File: src/dacc_pkg.sv
// shared constants for the dac control register logic
package dacc_pkg;
    // =====================================================
    // frame layout
    localparam int FRAME_BITS = 24;
    localparam int ADDR_HI = 19;
    localparam int ADDR_LO = 16;
    localparam int FIXED_BIT = 20;
    localparam logic [3:0] ADDR_MODE_CONFIGURATION = 4'h4;
    localparam logic [3:0] ADDR_FULL_RESET = 4'hf;
    localparam logic [3:0] ADDR_WRITE_UPDATE = 4'h3;
    localparam logic [3:0] ADDR_UPDATE_DAC = 4'h2;
    // =====================================================
    // mode_configuration field positions
    localparam int CLEAR_SEL_HI = 10;
    localparam int CLEAR_SEL_LO = 9;
    localparam int EXTEND_POS = 8;
    localparam int TWOS_POS = 7;
    localparam int THERMAL_POS = 6;
    localparam int REF_POS = 5;
    localparam int PWRUP_SEL_HI = 4;
    localparam int PWRUP_SEL_LO = 3;
    localparam int SPAN_HI = 2;
    localparam int SPAN_LO = 0;
    localparam logic [10:0] MODE_RESET = 11'h000;
    // =====================================================
    // scale levels and the die temperature limit
    localparam logic [1:0] SCALE_ZERO = 2'h0;
    localparam logic [1:0] SCALE_MID = 2'h1;
    localparam logic [1:0] SCALE_FULL = 2'h2;
    localparam int SHUTDOWN_TEMP_C = 150;
    localparam int CLAMP_OHMS = 1000;
    // =====================================================
    // output span encodings
    typedef enum logic [2:0] {
        SPAN_PM10, SPAN_U10, SPAN_PM5, SPAN_U5,
        SPAN_OFS75, SPAN_PM3, SPAN_U16, SPAN_U20
    } dacc_span_t;
    // three-level scale decode for clear and power-up selects
    function automatic logic [1:0] dacc_scale(input logic [1:0] sel);
        dacc_scale = (sel == 2'h0) ? SCALE_ZERO : (sel == 2'h1) ? SCALE_MID : SCALE_FULL;
    endfunction
endpackage

File: src/dacc_shift.sv
// serial frame capture: shift register and bit counter
`timescale 1ns/100ps
`default_nettype none
module dacc_shift
    import dacc_pkg::*;
#(
    parameter int WIDTH = FRAME_BITS
)(
    // clock and reset
    input wire logic sys_clk,
    input wire logic rst,
    // serial link, sampled on sys_clk
    input wire logic sync_n,
    input wire logic sdi,
    // captured frame
    output logic [WIDTH-1:0] frame,
    output logic frame_done
);
    logic [WIDTH-1:0] shreg, next_shreg;
    logic [5:0] count, next_count;
    logic sync_q, next_sync_q;
    logic [WIDTH-1:0] next_frame;
    logic next_done;

    // shift msb first while framed, latch on rising sync
    always_comb
    begin
        next_shreg = shreg;
        next_count = count;
        next_sync_q = sync_n;
        next_frame = frame;
        next_done = 1'b0;
        if (!sync_n)
        begin
            next_shreg = {shreg[WIDTH-2:0], sdi};
            if (count < 6'(WIDTH))
                next_count = count + 6'h01;
        end
        else if (!sync_q)
        begin
            next_count = 6'h00;
            if (count == 6'(WIDTH))
            begin
                next_frame = shreg;
                next_done = 1'b1;
            end
        end
    end

    // register the shifter
    always_ff @(posedge sys_clk or posedge rst)
    begin
        if (rst)
        begin
            shreg <= '0;
            count <= 6'h00;
            sync_q <= 1'b1;
            frame <= '0;
            frame_done <= 1'b0;
        end
        else
        begin
            shreg <= next_shreg;
            count <= next_count;
            sync_q <= next_sync_q;
            frame <= next_frame;
            frame_done <= next_done;
        end
    end
endmodule
`default_nettype wire

File: src/dacc_decode.sv
// command decode of a latched frame
`timescale 1ns/100ps
`default_nettype none
module dacc_decode
    import dacc_pkg::*;
(
    // latched frame
    input wire logic [FRAME_BITS-1:0] frame,
    input wire logic frame_done,
    // decoded commands
    output logic write_mode,
    output logic full_reset,
    output logic dac_load
);
    logic fixed_ok;
    logic [3:0] addr;

    // bit 20 must be zero; top three bits and 15:11 ignored
    always_comb
    begin
        addr = frame[ADDR_HI:ADDR_LO];
        fixed_ok = !frame[FIXED_BIT];
        write_mode = frame_done && fixed_ok && addr == ADDR_MODE_CONFIGURATION;
        full_reset = frame_done && fixed_ok && addr == ADDR_FULL_RESET;
        dac_load = frame_done && fixed_ok
            && (addr == ADDR_WRITE_UPDATE || addr == ADDR_UPDATE_DAC);
    end
endmodule
`default_nettype wire

File: src/dacc_control.sv
// control register logic of a serial voltage-output dac
// =====================================================
// What this block does
// reset clamps output, buffer powered down
// control write releases clamp, powers buffer
// host resets before changing output range
// frame: bit20 zero, address 0100, ignore 15:11
// field positions for all control bits
// clear select: zero, mid, full scale
// overrange bit enables five percent extension
// bipolar coding bit selects twos complement
// thermal bit powers supply down when hot
// reference enable switches internal reference
// power-up select: zero, mid, full scale
// three-bit range picks one of eight spans
// binary and twos complement differ by msb
// clear falling edge forces clear value
// 24-bit msb-first frame, latched on sync
// apply fields only after full matching frame
`timescale 1ns/100ps
`default_nettype none
module dacc_control
    import dacc_pkg::*;
(
    // clock and reset
    input wire logic sys_clk,
    input wire logic rst,
    // serial port
    input wire logic sync_n,
    input wire logic sdi,
    // hardware pins and sensors
    input wire logic clear_n,
    input wire logic over_temp,
    // dac code from the data path, loaded by commands
    input wire logic [15:0] dac_code,
    // analog controls
    output logic output_clamp,
    output logic buffer_powered,
    output logic [1:0] clear_value_select,
    output logic range_extension_enable,
    output logic bipolar_twos_coding,
    output logic thermal_supply_shutdown,
    output logic internal_reference_on,
    output logic [1:0] powerup_value_select,
    output dacc_span_t output_span_select,
    output logic digital_supply_off,
    output logic [1:0] forced_scale,
    output logic forced_active,
    output logic [15:0] offset_code,
    output logic [15:0] mode_configuration
);
    // =====================================================
    // frame capture and decode
    logic [FRAME_BITS-1:0] frame;
    logic frame_done;
    logic write_mode;
    logic full_reset;
    logic dac_load;

    dacc_shift #(
        .WIDTH(FRAME_BITS)
    ) u_shift (
        .sys_clk(sys_clk),
        .rst(rst),
        .sync_n(sync_n),
        .sdi(sdi),
        .frame(frame),
        .frame_done(frame_done)
    );

    dacc_decode u_decode (
        .frame(frame),
        .frame_done(frame_done),
        .write_mode(write_mode),
        .full_reset(full_reset),
        .dac_load(dac_load)
    );

    // =====================================================
    // mode state
    typedef enum logic {ST_CLAMPED, ST_ACTIVE} dacc_state_t;
    dacc_state_t state, next_state;
    logic [10:0] mode, next_mode;
    logic clear_q, next_clear_q;
    logic forced, next_forced;
    logic [1:0] forced_lvl, next_forced_lvl;

    // state and field updates from decoded frames
    always_comb
    begin
        next_state = state;
        next_mode = mode;
        next_clear_q = clear_n;
        next_forced = forced;
        next_forced_lvl = forced_lvl;
        case (state)
            ST_CLAMPED:
            begin
                if (write_mode)
                begin
                    next_mode = frame[10:0];
                    next_state = ST_ACTIVE;
                    next_forced_lvl = dacc_scale(frame[PWRUP_SEL_HI:PWRUP_SEL_LO]);
                    next_forced = 1'b1;
                end
            end
            ST_ACTIVE:
            begin
                if (write_mode)
                    next_mode = frame[10:0];
            end
            default:
                next_state = ST_CLAMPED;
        endcase
        // falling clear edge forces the clear level until a dac load
        if (clear_q && !clear_n)
        begin
            next_forced = 1'b1;
            next_forced_lvl = dacc_scale(mode[CLEAR_SEL_HI:CLEAR_SEL_LO]);
        end
        else if (dac_load)
            next_forced = 1'b0;
        // software full reset returns everything to power-on
        if (full_reset)
        begin
            next_state = ST_CLAMPED;
            next_mode = MODE_RESET;
            next_forced = 1'b0;
            next_forced_lvl = SCALE_ZERO;
        end
    end

    // register mode state
    always_ff @(posedge sys_clk or posedge rst)
    begin
        if (rst)
        begin
            state <= ST_CLAMPED;
            mode <= MODE_RESET;
            clear_q <= 1'b1;
            forced <= 1'b0;
            forced_lvl <= SCALE_ZERO;
        end
        else
        begin
            state <= next_state;
            mode <= next_mode;
            clear_q <= next_clear_q;
            forced <= next_forced;
            forced_lvl <= next_forced_lvl;
        end
    end

    // =====================================================
    // field outputs
    always_comb
    begin
        output_clamp = (state == ST_CLAMPED);
        buffer_powered = (state == ST_ACTIVE);
        clear_value_select = mode[CLEAR_SEL_HI:CLEAR_SEL_LO];
        range_extension_enable = mode[EXTEND_POS];
        bipolar_twos_coding = mode[TWOS_POS];
        thermal_supply_shutdown = mode[THERMAL_POS];
        internal_reference_on = mode[REF_POS];
        powerup_value_select = mode[PWRUP_SEL_HI:PWRUP_SEL_LO];
        output_span_select = dacc_span_t'(mode[SPAN_HI:SPAN_LO]);
        // over_temp means die above the shutdown temperature
        digital_supply_off = over_temp && mode[THERMAL_POS];
        forced_scale = forced_lvl;
        forced_active = forced;
        mode_configuration = {5'h00, mode};
    end

    // spans that reach below ground take signed codes
    function automatic logic span_is_bipolar(input dacc_span_t span);
        case (span)
            SPAN_PM10, SPAN_PM5, SPAN_OFS75, SPAN_PM3:
                span_is_bipolar = 1'b1;
            default:
                span_is_bipolar = 1'b0;
        endcase
    endfunction

    // binary code seen by the converter core; unipolar spans stay binary
    always_comb
    begin
        offset_code = dac_code;
        if (mode[TWOS_POS] && span_is_bipolar(output_span_select))
            offset_code = {~dac_code[15], dac_code[14:0]};
    end
endmodule
`default_nettype wire

File: config.mk
export PLATFORM = sky130hd
export DESIGN_NAME = dacc_control
export DESIGN_NICKNAME = d
export VERILOG_FILES = /design/src/dacc_pkg.sv /design/src/dacc_shift.sv /design/src/dacc_decode.sv /design/src/dacc_control.sv
export SDC_FILE = /design/constraint.sdc
export NUM_CORES = 1
export LEC_CHECK = 0
export ABC_AREA = 1
export ABC_CLOCK_PERIOD_IN_PS = 2800
export BUFFER_PORTS_ARGS = -buffer_cell sky130_fd_sc_hd__buf_2
export CAP_MARGIN = 30
export CORE_MARGIN = 3
export CORE_UTILIZATION = 25
export CTS_BUF_LIST = sky130_fd_sc_hd__clkbuf_16
export DETAILED_ROUTE_END_ITERATION = 10
export MAX_ROUTING_LAYER = met4
export SLEW_MARGIN = 20
export SYNTH_ARGS = -nofsm -noshare
export SYNTH_HDL_FRONTEND = slang
export SYNTH_SLANG_ARGS = --single-unit
File: constraint.sdc
create_clock -name sys_clk -period 2.8 [get_ports sys_clk]
set_input_delay 0.56 -clock sys_clk [delete_from_list [all_inputs] [get_ports sys_clk]]
set_output_delay 0.56 -clock sys_clk [all_outputs]
set_load 0.05 [all_outputs]
==> flow_metrics.py <==
metrics = {
    "finish": {
        "drive_above_1_share_pct": 22.4,
        "diodes": 0,
        "multi_input_area_um2": 880,
        "fillers": 1164,
        "syn2layout_area_growth_pct": 13.5,
        "fin_nets": 350,
        "regArea_um2": 1530,
        "layout_commonest_cell": "nand2_1",
        "final_cells": 471,
        "layout_common_cells": "71 x nand2_1, 59 x dfrtp_1, 40 x inv_1",
    },
    "clock_tree": {
        "cts_max_path_buffers": 2,
        "clk_pin_slew_ns": 0.05,
        "h-tree-depth": 3,
        "cts_setup_buffers": 0,
        "cts_buffers": 9,
        "holdBufCountCts": 0,
        "clk_latency_ns": 0.33,
        "cts_resized": 0,
        "clock-root-buffer": "clkbuf_16",
        "cts_tree": "yes",
        "cts.sinks": 61,
    },
    "sta": {
        "maxSlewViolCount": 0,
        "relSlewSlack_pct": 50.7,
        "setup_violations": 0,
        "fin_worst_skew_ns": 0.00876,
        "max_freq_ghz": 0.513,
        "rsz0062_at_grt": "no",
        "hold_viol": 0,
        "tightest_slew_ns": 0.738,
        "timing.final.crit_share_pct": 69.6,
        "hold_ws_ns": 0.335,
        "period_needed_ns": 1.95,
        "setup_tns_ns": 0,
    },
    "power": {
        "switching_share_pct": 24.7,
        "pwr-share-seq_pct": 44.6,
        "p_comb_share_pct": 9.1,
        "p_per_area_nw_per_um2": 698,
        "internal-power_w": 0.00169,
        "power.leakage_nw": 1.64,
        "clkPwrFrac_pct": 46.2,
        "power.switching_w": 0.000555,
        "vdd_ir_drop_max_mv": 0.282,
    },
    "synthesis": {
        "ys_types": 27,
        "syn_inst": 313,
        "ys_warn_count": 0,
        "avgSynthCellArea_um2": 9.07,
        "ys_ff_latch": 61,
        "ys_seq_area_share_pct": 53.8,
        "syn_area_um2": 2840,
    },
    "drt": {
        "vias": 1926,
        "drt_iter0_markers": 90,
        "drt-vias-per-instance": 4.09,
        "ant_nets": 0,
        "dr.pass1.iters": 4,
        "routedWlPerCell_um": 10.3,
        "drc_errors": 0,
        "drt-total-wl_mm": 4.86,
    },
    "floorplan": {
        "start_util_pct": 25.9,
        "die_h_um": 113,
        "rows": 38,
        "io_pins": 71,
        "die_area_um2": 12700,
        "core_um2": 11000,
        "die_w_um": 113,
    },
    "worst_setup_path": {
        "path_class": "flop to output pin",
        "timing.rr.start": "u_shift.count[0]",
        "rr_worst_depth": 7,
        "worstPathMaxFanout": 5,
        "critical_path_required_ns": 2.24,
        "crit_end": "offset_code[15]",
        "endpoint_kind": "output pin",
        "reg2reg_to": "u_shift.frame[8]",
        "worstSetupStartpointType": "flop",
        "r2r_setup_slack_ns": 0.94,
        "crit_arrival_ns": 1.39,
        "startpoint": "mode[2]",
    },
    "global_routing": {
        "grt_pass1_vias": 1810,
        "grt_max_degree": 37,
        "antenna_found_initial": 0,
        "grt_pass1_wl_mm": 8.49,
        "grt_usage_pct": 8.56,
        "overflow": 0,
    },
    "placement": {
        "placedCellCount": 455,
        "placement.io_buffers": 35,
        "dp_hpwl_mm": 3.49,
        "gp_congestion": 0.725,
    },
    "worst_hold_path": {
        "hp-class": "input port to async pin",
    },
    "outcome": {
        "status": "finished clean",
    },
    "job": {
        "maxCapViolCount": 0,
    },
}
==> synth_stat cells <==
master	instances	area share [%]
a21oi_1	2	0.35
a21oi_2	1	0.31
buf_2	3	0.53
buf_4	32	8.5
buf_6	2	0.79
clkbuf_1	3	0.40
conb_1	1	0.13
dfrtp_1	59	52
dfstp_2	2	1.9
ha_1	2	0.88
inv_1	39	5.2
inv_2	3	0.40
nand2_1	71	9.4
nand2_2	3	0.66
nand2_4	1	0.40
nand3_1	16	2.8
nand3_2	8	2.8
nand4_1	2	0.44
nand4_2	1	0.44
nor2_1	11	1.5
nor2_4	2	0.79
nor2_8	1	0.70
o211ai_1	1	0.26
o21ai_0	27	4.8
o21ai_1	17	3.0
o22ai_1	1	0.22
xnor2_1	2	0.62
==> area by class of cell <==
cell class | instances | area share (%)
clock buffer | 9 | 6.99
timing repair buffer | 38 | 6.13
sequential | 61 | 47.4
multi-input combinational | 174 | 27.3
clock inverter | 7 | 1.82
inverter | 42 | 4.89
tap | 140 | 5.43
==> worst max-delay path: stages (launching register included) <==
cell and delay [ns]:
dfrtp_1 0.42, o211ai_1 0.23, xnor2_1 0.14, buf_2 0.28
==> power by group through the flow <==
stage / logic (W) / clock network (W) / registers, W
CTS: 0.000211 / 0.00107 / 0.00100
finish: 0.000205 / 0.00104 / 0.00100
floorplan: 0.000209 / 0 / 0.00102
global placement: 0.000202 / 0 / 0.00102
detailed placement: 0.000209 / 0 / 0.00102
global route: 0.000242 / 0.00111 / 0.00101
==> logic make-up after synthesis <==
logic type	count (synthesis)	share of synthesized area, %
and+or+nand+nor	116	19.9
AOI/OAI and AO/OA	49	8.90
DFF	61	53.8
xor gates and xnor gates	2	0.617
other	1	0.132
adders and majority gates	2	0.881
buffers and inverters	82	15.7
==> worst min path at each step <==
stage	slack [ns]	start	end
final	0.34	rst	u_shift.frame[6]
after global placement	0.45	u_shift.shreg[20]	u_shift.frame[20]
after detailed placement	0.47	u_shift.shreg[20]	u_shift.frame[20]
after CTS	0.33	clear_n	clear_q
after floorplan	0.44	u_shift.shreg[20]	u_shift.frame[20]
after global routing	0.33	clear_n	clear_q
==> flip-flops by register name (all words and copies together) (netlist names) <==
name and count:
u_shift.frame_done 1, buffer_powered 1, u_shift.shreg 21, clear_q 1, u_shift.sync_q 1, mode 11, u_shift.count 6, forced_scale 2
u_shift.frame 16, forced_active 1
==> metal layers <==
metal,wire length (um),vias to the layer above,GRT usage (%)
met4,53,0,2.56
met1,2400,889,11.2
met3,386,6,4.53
met2,2030,56,11.4
met5,0,-,-
li1,-,975,-
==> per-stage QoR <==
step	utilization [%]	worst slack (ns)	instance area (um^2)	power (W)
after CTS	29.3	0.818	3220	0.00228
after global routing	29.3	0.698	3220	0.00236
after global placement	26.8	0.972	2940	0.00122
after detailed placement	26.8	0.937	2940	0.00123
final	29.3	0.851	3220	0.00225
after floorplan	-	0.526	2860	0.00123
No activity file was read; power rests on OpenSTA's default activity.
